### src/isrb_pkg.sv
package isrb_pkg;

  // ---------------------------------------------------------------
  // Register map (byte addresses)
  // ---------------------------------------------------------------
  localparam logic [7:0]  ISRB_MIN_IVL_OFS = 8'h00;
  localparam logic [7:0]  ISRB_REALIGN_OFS = 8'h04;
  localparam logic [7:0]  ISRB_STATUS_OFS  = 8'h08;
  localparam logic [7:0]  ISRB_OUTPUTS_OFS = 8'h0C;

  // ---------------------------------------------------------------
  // Realign command bit positions (write one to release)
  // ---------------------------------------------------------------
  localparam int ISRB_RA_EQUIP_POS  = 0;
  localparam int ISRB_RA_SEQ_POS    = 2;
  localparam int ISRB_RA_RECIRC_POS = 4;
  localparam int ISRB_RA_ISOL_POS   = 6;

  // ---------------------------------------------------------------
  // Status field positions (two bits each, one per train)
  // ---------------------------------------------------------------
  localparam int ISRB_ST_ACT_POS    = 0;
  localparam int ISRB_ST_BLK_POS    = 2;
  localparam int ISRB_ST_TAKE_POS   = 4;
  localparam int ISRB_ST_IVL_POS    = 6;
  localparam int ISRB_ST_PZRBLK_POS = 8;
  localparam int ISRB_ST_SLBLK_POS  = 10;
  localparam int ISRB_ST_P4_POS     = 12;

  // ---------------------------------------------------------------
  // Timing
  // ---------------------------------------------------------------
  localparam int ISRB_CLK_MHZ       = 125;
  localparam int ISRB_DEBOUNCE_NS   = 1000;
  localparam int ISRB_DEBOUNCE_CYC  = (ISRB_DEBOUNCE_NS * ISRB_CLK_MHZ) / 1000;
  localparam int ISRB_MIN_IVL_US    = 1000;
  localparam int ISRB_MIN_IVL_CYC   = ISRB_MIN_IVL_US * ISRB_CLK_MHZ;
  localparam int ISRB_SEQ_DELAY_US  = 100;
  localparam int ISRB_SEQ_DELAY_CYC = ISRB_SEQ_DELAY_US * ISRB_CLK_MHZ;

  // ---------------------------------------------------------------
  // Reset values
  // ---------------------------------------------------------------
  localparam logic [31:0] ISRB_ZERO_RST = 32'h0000_0000;

endpackage

### src/isrb_top.sv
// Local design decisions: the Wishbone interface to the registers and the placing of the registers.
`timescale 1ns/1ps
module isrb_top
  import isrb_pkg::*;
#(
  parameter int MIN_IVL_CYC   = ISRB_MIN_IVL_CYC,
  parameter int SEQ_DELAY_CYC = ISRB_SEQ_DELAY_CYC,
  parameter int DEBOUNCE_CYC  = ISRB_DEBOUNCE_CYC,
  parameter int LOOPS         = 4
) (
  input  wire logic        clock,
  input  wire logic        rst,
  input  wire logic        wb_cyc_i,
  input  wire logic        wb_stb_i,
  input  wire logic        wb_we_i,
  input  wire logic [7:0]  wb_adr_i,
  input  wire logic [31:0] wb_dat_i,
  input  wire logic [3:0]  wb_sel_i,
  output logic      [31:0] wb_dat_o,
  output logic             wb_ack_o,
  input  wire logic [1:0]  initiate_in,
  input  wire logic [1:0]  pzr_initiate_in,
  input  wire logic [1:0]  steamline_initiate_in,
  input  wire logic [1:0]  pzr_permissive_in,
  input  wire logic [1:0]  steamline_permissive_in,
  input  wire logic [1:0]  pzr_block_sw,
  input  wire logic [1:0]  steamline_block_sw,
  input  wire logic [1:0]  reset_sw,
  input  wire logic [1:0]  block_sw,
  input  wire logic [1:0]  manual_si_sw,
  input  wire logic [1:0]  trip_bkr_aux_in,
  input  wire logic [1:0]  refuel_storage_tank_level_low,
  input  wire logic [3:0]  loop_isol_sw,
  input  wire logic [1:0]  system_isol_sw,
  output logic      [1:0]  actuate,
  output logic      [1:0]  auto_blocked,
  output logic      [1:0]  equip_actuate,
  output logic      [1:0]  seq_load_actuate,
  output logic      [1:0]  recirc_align,
  output logic      [3:0]  loop_isol_close
);

  // Counters and loop mapping serve only these ranges
  if (LOOPS != 4 || MIN_IVL_CYC < 1 || SEQ_DELAY_CYC < 1 || DEBOUNCE_CYC < 1 ||
      DEBOUNCE_CYC > 65535) begin : g_param_check
    $error("isrb_top: unsupported parameter values");
  end

  // ---------------------------------------------------------------
  // Input conditioning
  // ---------------------------------------------------------------
  localparam int NIN = 30;
  localparam int DBW = 16;

  logic [NIN-1:0] raw_in;
  logic [NIN-1:0] sync1_reg;
  logic [NIN-1:0] sync2_reg;
  logic [NIN-1:0] clean_reg;

  assign raw_in = {system_isol_sw, loop_isol_sw, refuel_storage_tank_level_low,
                   trip_bkr_aux_in, manual_si_sw, block_sw, reset_sw,
                   steamline_block_sw, pzr_block_sw, steamline_permissive_in,
                   pzr_permissive_in, steamline_initiate_in, pzr_initiate_in,
                   initiate_in};

  always_ff @(posedge clock or posedge rst) begin
    if (rst) begin
      sync1_reg <= '0;
      sync2_reg <= '0;
    end else begin
      sync1_reg <= raw_in;
      sync2_reg <= sync1_reg;
    end
  end

  genvar g;
  generate
    for (g = 0; g < NIN; g++) begin : g_deb
      logic [DBW-1:0] cnt_reg;
      always_ff @(posedge clock or posedge rst) begin
        if (rst) begin
          cnt_reg        <= '0;
          clean_reg[g]   <= 1'b0;
        end else if (sync2_reg[g] == clean_reg[g]) begin
          cnt_reg <= '0;
        end else if (cnt_reg == DBW'(DEBOUNCE_CYC - 1)) begin
          cnt_reg      <= '0;
          clean_reg[g] <= sync2_reg[g];
        end else begin
          cnt_reg <= cnt_reg + 1'b1;
        end
      end
    end
  endgenerate

  function automatic logic [1:0] pick2(input logic [NIN-1:0] v, input int pos);
    pick2 = v[pos +: 2];
  endfunction

  logic [1:0] init_c;
  logic [1:0] pzr_init_c;
  logic [1:0] sl_init_c;
  logic [1:0] pzr_perm_c;
  logic [1:0] sl_perm_c;
  logic [1:0] pzr_blksw_c;
  logic [1:0] sl_blksw_c;
  logic [1:0] reset_c;
  logic [1:0] block_c;
  logic [1:0] man_c;
  logic [1:0] p4_c;
  logic [1:0] tank_low_c;
  logic [3:0] loop_c;
  logic [1:0] sys_c;

  assign init_c      = pick2(clean_reg, 0);
  assign pzr_init_c  = pick2(clean_reg, 2);
  assign sl_init_c   = pick2(clean_reg, 4);
  assign pzr_perm_c  = pick2(clean_reg, 6);
  assign sl_perm_c   = pick2(clean_reg, 8);
  assign pzr_blksw_c = pick2(clean_reg, 10);
  assign sl_blksw_c  = pick2(clean_reg, 12);
  assign reset_c     = pick2(clean_reg, 14);
  assign block_c     = pick2(clean_reg, 16);
  assign man_c       = pick2(clean_reg, 18);
  assign p4_c        = pick2(clean_reg, 20);
  assign tank_low_c  = pick2(clean_reg, 22);
  assign loop_c      = clean_reg[27:24];
  assign sys_c       = pick2(clean_reg, 28);

  // ---------------------------------------------------------------
  // Register bus
  // ---------------------------------------------------------------
  logic [31:0] min_ivl_reg;
  logic [9:0]  realign_pulse;
  logic        wb_req;
  logic        wb_wr;

  assign wb_req = wb_cyc_i & wb_stb_i & ~wb_ack_o;
  assign wb_wr  = wb_req & wb_we_i;

  always_ff @(posedge clock or posedge rst) begin
    if (rst) begin
      wb_ack_o <= 1'b0;
    end else begin
      wb_ack_o <= wb_req;
    end
  end

  always_ff @(posedge clock or posedge rst) begin
    if (rst) begin
      min_ivl_reg <= 32'(MIN_IVL_CYC);
    end else if (wb_wr && wb_adr_i == ISRB_MIN_IVL_OFS) begin
      for (int b = 0; b < 4; b++) begin
        if (wb_sel_i[b]) begin
          min_ivl_reg[b*8 +: 8] <= wb_dat_i[b*8 +: 8];
        end
      end
    end
  end

  assign realign_pulse = (wb_wr && wb_adr_i == ISRB_REALIGN_OFS && wb_sel_i[0] && wb_sel_i[1])
                         ? wb_dat_i[9:0] : 10'h000;

  // ---------------------------------------------------------------
  // Per-train actuation logic
  // ---------------------------------------------------------------
  logic [1:0] act_reg;
  logic [1:0] blk_reg;
  logic [1:0] take_reg;
  logic [1:0] ivl_done;
  logic [1:0] pzr_blk_reg;
  logic [1:0] sl_blk_reg;
  logic       man_any;

  // either manual switch drives both trains
  assign man_any = |man_c;

  generate
    for (g = 0; g < 2; g++) begin : g_train
      logic        auto_init;
      logic        auto_prev_reg;
      logic        auto_rise;
      logic        auto_eff;
      logic        act_prev_reg;
      logic [31:0] ivl_cnt_reg;
      logic [31:0] seq_cnt_reg;
      logic        seq_run_reg;

      // startup blocks removed by plant conditions
      always_ff @(posedge clock or posedge rst) begin
        if (rst) begin
          pzr_blk_reg[g] <= 1'b0;
          sl_blk_reg[g]  <= 1'b0;
        end else begin
          pzr_blk_reg[g] <= pzr_perm_c[g] & (pzr_blk_reg[g] | pzr_blksw_c[g]);
          sl_blk_reg[g]  <= sl_perm_c[g] & (sl_blk_reg[g] | sl_blksw_c[g]);
        end
      end

      assign auto_init = init_c[g] | (pzr_init_c[g] & ~pzr_blk_reg[g])
                         | (sl_init_c[g] & ~sl_blk_reg[g]);
      assign auto_rise = auto_init & ~auto_prev_reg;

      always_ff @(posedge clock or posedge rst) begin
        if (rst) begin
          auto_prev_reg <= 1'b0;
          act_prev_reg  <= 1'b0;
        end else begin
          auto_prev_reg <= auto_init;
          act_prev_reg  <= act_reg[g];
        end
      end

      always_ff @(posedge clock or posedge rst) begin
        if (rst) begin
          ivl_cnt_reg <= '0;
        end else if (act_reg[g] && !act_prev_reg) begin
          ivl_cnt_reg <= 32'h0000_0001;
        end else if (act_reg[g] && ivl_cnt_reg < min_ivl_reg) begin
          ivl_cnt_reg <= ivl_cnt_reg + 32'h0000_0001;
        end
      end

      assign ivl_done[g] = act_reg[g] && !(act_reg[g] && !act_prev_reg)
                           && ivl_cnt_reg >= min_ivl_reg;

      always_ff @(posedge clock or posedge rst) begin
        if (rst) begin
          take_reg[g] <= 1'b0;
        end else if (!auto_init) begin
          take_reg[g] <= 1'b0;
        end else if (auto_rise && reset_c[0] && reset_c[1]) begin
          take_reg[g] <= 1'b1;
        end
      end

      always_ff @(posedge clock or posedge rst) begin
        if (rst) begin
          blk_reg[g] <= 1'b0;
        end else if (!p4_c[g]) begin
          blk_reg[g] <= 1'b0;
        end else if (block_c[g] && ivl_done[g]) begin
          blk_reg[g] <= 1'b1;
        end
      end

      assign auto_eff = auto_init & ~blk_reg[g] & ~take_reg[g]
                        & ~(auto_rise & reset_c[0] & reset_c[1]);

      // train latches on its own initiation or on either manual switch
      // manual always sets; set wins over reset
      always_ff @(posedge clock or posedge rst) begin
        if (rst) begin
          act_reg[g] <= 1'b0;
        end else if (auto_eff || man_any) begin
          act_reg[g] <= 1'b1;
        end else if (reset_c[g] && ivl_done[g]) begin
          act_reg[g] <= 1'b0;
        end
      end

      always_ff @(posedge clock or posedge rst) begin
        if (rst) begin
          equip_actuate[g] <= 1'b0;
        end else if (act_reg[g]) begin
          equip_actuate[g] <= 1'b1;
        end else if (realign_pulse[ISRB_RA_EQUIP_POS + g]) begin
          equip_actuate[g] <= 1'b0;
        end
      end

      // delay runs after latch, reset cannot stop it
      always_ff @(posedge clock or posedge rst) begin
        if (rst) begin
          seq_run_reg <= 1'b0;
          seq_cnt_reg <= '0;
        end else if (act_reg[g] && !act_prev_reg && !seq_load_actuate[g]) begin
          seq_run_reg <= 1'b1;
          seq_cnt_reg <= '0;
        end else if (seq_run_reg) begin
          seq_cnt_reg <= seq_cnt_reg + 32'h0000_0001;
          if (seq_cnt_reg == 32'(SEQ_DELAY_CYC - 1)) begin
            seq_run_reg <= 1'b0;
          end
        end
      end

      always_ff @(posedge clock or posedge rst) begin
        if (rst) begin
          seq_load_actuate[g] <= 1'b0;
        end else if (seq_run_reg && seq_cnt_reg == 32'(SEQ_DELAY_CYC - 1)) begin
          seq_load_actuate[g] <= 1'b1;
        end else if (realign_pulse[ISRB_RA_SEQ_POS + g]) begin
          seq_load_actuate[g] <= 1'b0;
        end
      end

      // switchover completes on low tank level
      always_ff @(posedge clock or posedge rst) begin
        if (rst) begin
          recirc_align[g] <= 1'b0;
        end else if (equip_actuate[g] && tank_low_c[g]) begin
          recirc_align[g] <= 1'b1;
        end else if (realign_pulse[ISRB_RA_RECIRC_POS + g]) begin
          recirc_align[g] <= 1'b0;
        end
      end
    end
  endgenerate

  assign actuate = act_reg;

  assign auto_blocked = blk_reg | take_reg;

  // ---------------------------------------------------------------
  // Steam line isolation
  // ---------------------------------------------------------------
  generate
    for (g = 0; g < LOOPS; g++) begin : g_loop
      always_ff @(posedge clock or posedge rst) begin
        if (rst) begin
          loop_isol_close[g] <= 1'b0;
        end else if (loop_c[g] || (|sys_c)) begin
          loop_isol_close[g] <= 1'b1;
        end else if (realign_pulse[ISRB_RA_ISOL_POS + g]) begin
          loop_isol_close[g] <= 1'b0;
        end
      end
    end
  endgenerate

  // ---------------------------------------------------------------
  // Read data
  // ---------------------------------------------------------------
  logic [31:0] status_word;
  logic [31:0] outputs_word;

  always_comb begin
    status_word = ISRB_ZERO_RST;
    status_word[ISRB_ST_ACT_POS +: 2]    = act_reg;
    status_word[ISRB_ST_BLK_POS +: 2]    = blk_reg;
    status_word[ISRB_ST_TAKE_POS +: 2]   = take_reg;
    status_word[ISRB_ST_IVL_POS +: 2]    = ivl_done;
    status_word[ISRB_ST_PZRBLK_POS +: 2] = pzr_blk_reg;
    status_word[ISRB_ST_SLBLK_POS +: 2]  = sl_blk_reg;
    status_word[ISRB_ST_P4_POS +: 2]     = p4_c;
    outputs_word = ISRB_ZERO_RST;
    outputs_word[ISRB_RA_EQUIP_POS +: 2]  = equip_actuate;
    outputs_word[ISRB_RA_SEQ_POS +: 2]    = seq_load_actuate;
    outputs_word[ISRB_RA_RECIRC_POS +: 2] = recirc_align;
    outputs_word[ISRB_RA_ISOL_POS +: 4]   = loop_isol_close;
  end

  always_ff @(posedge clock or posedge rst) begin
    if (rst) begin
      wb_dat_o <= ISRB_ZERO_RST;
    end else if (wb_req && !wb_we_i) begin
      unique case (wb_adr_i)
        ISRB_MIN_IVL_OFS: wb_dat_o <= min_ivl_reg;
        ISRB_STATUS_OFS:  wb_dat_o <= status_word;
        ISRB_OUTPUTS_OFS: wb_dat_o <= outputs_word;
        default:          wb_dat_o <= ISRB_ZERO_RST;
      endcase
    end
  end

endmodule

### config.mk
export PLATFORM = sky130hd
export DESIGN_NAME = isrb_top
export DESIGN_NICKNAME = d
export VERILOG_FILES = /design/src/isrb_pkg.sv /design/src/isrb_top.sv
export SDC_FILE = /design/constraint.sdc
export NUM_CORES = 2
export LEC_CHECK = 0
export ABC_AREA = 1
export BUFFER_PORTS_ARGS = -buffer_cell sky130_fd_sc_hd__buf_4
export CORE_ASPECT_RATIO = 0.5
export CORE_MARGIN = 1.5
export CORE_UTILIZATION = 35
export CTS_BUF_LIST = sky130_fd_sc_hd__clkbuf_16
export DETAILED_ROUTE_END_ITERATION = 8
export GPL_TIMING_DRIVEN = 0
export PLACE_DENSITY = 0.58
export SETUP_SLACK_MARGIN = 0.15
export SLEW_MARGIN = 15
export SYNTH_ARGS = -nofsm -noshare
export SYNTH_HDL_FRONTEND = slang
export SYNTH_SLANG_ARGS = --single-unit
### constraint.sdc
create_clock -name clock -period 64.6 [get_ports clock]
set_input_delay 16.15 -clock clock [delete_from_list [all_inputs] [get_ports clock]]
set_output_delay 16.15 -clock clock [all_outputs]
set_load 0.01 [all_outputs]
==> impl_metrics.py <==
metrics = {
    "clock_network": {
        "cts_num_sinks": 789,
        "clockRootBuffer": "clkbuf_16",
        "cts_hold_buffers": 0,
        "clk_pin_slew_ns": 0.06,
        "clock_latency_ns": 0.67,
        "cts_resized": 0,
        "cts_buffer_depth": 3,
        "h-tree-depth": 3,
        "cts_buffers": 82,
        "cts_tree": "built",
        "post_cts_buffers": 0,
    },
    "layout": {
        "area_growth_pct": 14.60,
        "largest_reg_flops": 480,
        "n_fill_cell": 11594,
        "design_area_um2": 47030,
        "drive_gt1_frac": 0.09196,
        "num-nets-final": 5316,
    },
    "route": {
        "dr_wl_met3_um": 3010,
        "drt_iter0_drc": 1958,
        "vias_per_cell": 4.867,
        "ant_nets": 0,
        "dr_wl_met2_um": 45950,
        "first_pass_iters": 6,
        "wl_met1_um": 43930,
        "highest-signal-layer": "met4",
        "wl_per_cell_um": 14.20,
        "drc": 0,
        "num_vias": 32869,
        "wl_um": 95880,
    },
    "yosys": {
        "ys_seq_elements": 789,
        "muxShareOfSynthArea": 0.006037,
        "synth_xor_area_frac": 0.04930,
        "synth_top_flop_cell": "dfrtp_1",
        "avgSynthCellArea_um2": 8.389,
        "synth-simple-area-share": 0.2883,
        "synth_top_area_cell": "dfrtp_1",
        "synth_compound_area_frac": 0.06759,
        "ys_top_cells_by_area": "dfrtp_1 (48%), nand2_1 (7.1%), nor2_1 (6.5%), inv_1 (5.9%), ha_1 (3.9%)",
        "yosys.area.top_type_share": 0.4768,
        "syn_nets": 5099,
        "netlist_instances": 4892,
        "yosys.area_share.adder": 0.03902,
        "synth.most_common_cell": "dfrtp_1",
        "synth_edf_count": 0,
        "ys_warn_count": 0,
        "synth_top_family_by_area": "simple AND/OR/NAND/NOR gates",
        "synth_cell_types": 57,
        "ys_seq_area_frac": 0.4813,
        "syn_area_um2": 41040,
        "ys_top_cells_by_count": "dfrtp_1 (782), nand2_1 (773), nor2_1 (711)",
        "async_reset_ff_frac": 1.000,
    },
    "setup_path": {
        "r2r_start": "min_ivl_reg[29]$_DFFE_PP0P_",
        "cp.arrival_ns": 1.54,
        "ff2ff_path_depth": 11,
        "cp_slowest_cell": "dfrtp_1",
        "path_cells": "or2_2 > buf_4",
        "cp-start-kind": "flop",
        "crit_required_ns": 48.45,
        "critPathCaptureType": "primary output",
        "crit_type": "flop to primary output",
        "critPathMaxStageDelay_ns": 0.40,
        "crit_path_max_fanout": 3,
        "reg2reg_to": "g_train[1].ivl_cnt_reg[20]$_DFFE_PP0P_",
        "reg2reg_slack_ns": 61.84,
    },
    "power": {
        "peakVddDrop_v": 0.00001915,
        "swShare": 0.2298,
        "p_switching_mw": 0.2405,
        "seqPwrFrac": 0.483,
        "clockPowerShare": 0.479,
        "p_int_mw": 0.8064,
        "p_leak_nw": 20.69,
        "power_density_nw_per_um2": 22.26,
        "power_frac_comb": 0.038,
    },
    "hold_path": {
        "hold_path.class": "flop to flop",
        "min_from": "sync1_reg[6]$_DFF_PP0_",
        "hold_path_depth": 0,
        "min_to": "sync2_reg[6]$_DFF_PP0_",
    },
    "sta": {
        "rsz0062_at_grt": "false",
        "fin_crit_ns": 17.69,
        "whs_ns": 0.3461,
        "finalSetupViolations": 0,
        "max_slew_margin": 0.3487,
        "max_freq_mhz": 56.51,
        "setup_ws_ns": 46.91,
        "fin_crit_sh": 0.2739,
        "setup_tns_ns": 0,
        "worst_pin_slew_ns": 0.9664,
        "drv_slew": 0,
        "skew_ns": 0.02604,
        "hold_viol_final": 0,
    },
    "placed_design": {
        "placed_area_um2": 44180,
        "pre_cts_ws_ns": 46.27,
        "hpwlAfterDp_um": 72000,
        "place.port_buffers": 125,
        "gp_congestion": 0.9053,
    },
    "flow_run": {
        "cap_violations": 0,
    },
    "grt": {
        "grt_usage": 0.1624,
        "grt_max_degree": 110,
        "grt_pass1_wl_um": 161100,
        "grt_pass1_vias": 32201,
        "antenna_found_initial": 2,
        "overflow": 0,
    },
    "floorplan": {
        "floorplan.initialDensity": 0.3543,
        "die_area_um2": 119400,
        "die_h_um": 245.1,
        "io_pins": 126,
        "num_rows": 88,
        "die_x_um": 487.3,
        "design.core.area_um2": 115800,
    },
    "outcome": {
        "status": "finished, final reports clean",
    },
}
metrics by stage:
step / utilization / instances / power [mW]
after floorplan: - / 4892 / 0.5407
after global placement: 0.3794 / 6592 / 0.5544
after detailed placement: 0.3814 / 6600 / 0.5560
after CTS: 0.4060 / 6751 / 1.064
after global routing: 0.4060 / 6753 / 1.092
final: 0.4060 / 6753 / 1.047
power by group through the flow:
| stage | clock network, mW | registers, mW | logic (mW) |
|---|---|---|---|
| final | 0.501 | 0.506 | 0.0394 |
| after CTS | 0.517 | 0.506 | 0.0410 |
| after floorplan | 0 | 0.515 | 0.0260 |
| after global routing | 0.539 | 0.507 | 0.0459 |
| after global placement | 0 | 0.516 | 0.0382 |
| after detailed placement | 0 | 0.515 | 0.0407 |
final cells by class:
cell class | instances | area (um^2) | share of cell area
antenna | 2 | 5.005 | 0.0001064
buffer | 53 | 235.2 | 0.005002
clock buffer | 83 | 2077 | 0.04416
clock inverter | 68 | 772.0 | 0.01641
inverter | 685 | 2581 | 0.05488
multi-input combinational | 3365 | 18480 | 0.3929
sequential | 789 | 19750 | 0.4200
tap | 1575 | 1971 | 0.04190
timing repair buffer | 133 | 1159 | 0.02464
worst max-delay path, delay by kind of cell, from the launching register on:
kind                   cells  cell delay, ns
buffers and inverters      1            0.16
DFF                        1            0.40
and+or+nand+nor            1            0.31
kinds of logic (layout without fill, tap and decap cells):
family,Yosys count,after routing
adder cells (fa/ha/maj),128,128
multiplexers,22,22
AO/OA/AOI/OAI,497,497
other,0,2
buffers and inverters,738,1022
AND/OR/NAND/NOR,2487,2487
XOR/XNOR,231,231
flip-flops,789,789
placed cells by master, fill, tap and decap left out, drive strengths merged, types with 22 or more instances in the layout:
| master | instances |
|---|---|
| a21oi | 172 |
| a31oi | 26 |
| buf | 159 |
| clkbuf | 110 |
| clkinv | 33 |
| dfrtp | 782 |
| ha | 128 |
| inv | 700 |
| mux2 | 22 |
| nand2 | 784 |
| nand3 | 289 |
| nand4 | 121 |
| nor2 | 738 |
| nor3 | 285 |
| nor3b | 130 |
| nor4 | 105 |
| o21ai | 224 |
| xnor2 | 64 |
| xor2 | 167 |
per-layer routing:
metal / track usage / up-vias
li1: - / 16538
met1: 0.2098 / 15744
met2: 0.2780 / 433
met3: 0.02523 / 154
met4: 0.05237 / 0
met5: 0 / -
worst max-delay path by stage:
stage                      startpoint                        endpoint  slack (ns)  cells past startpoint
6_report       blk_reg[0]$_DFFE_PP0P_                 auto_blocked[0]       46.91                      2
5_1_grt                      wb_stb_i  loop_isol_close[2]$_DFFE_PP0P_       46.84                      8
4_1_cts        actuate[0]$_DFFE_PP0P_                      actuate[0]       46.85                      2
3_5_place_dp                 wb_stb_i  loop_isol_close[2]$_DFFE_PP0P_       46.27                      8
3_3_place_gp                      rst   g_deb[2].cnt_reg[7]$_DFF_PP0_       17.53                      2
2_1_floorplan                     rst          actuate[0]$_DFFE_PP0P_       26.31                      1
No activity file was read; power rests on OpenSTA's default activity.
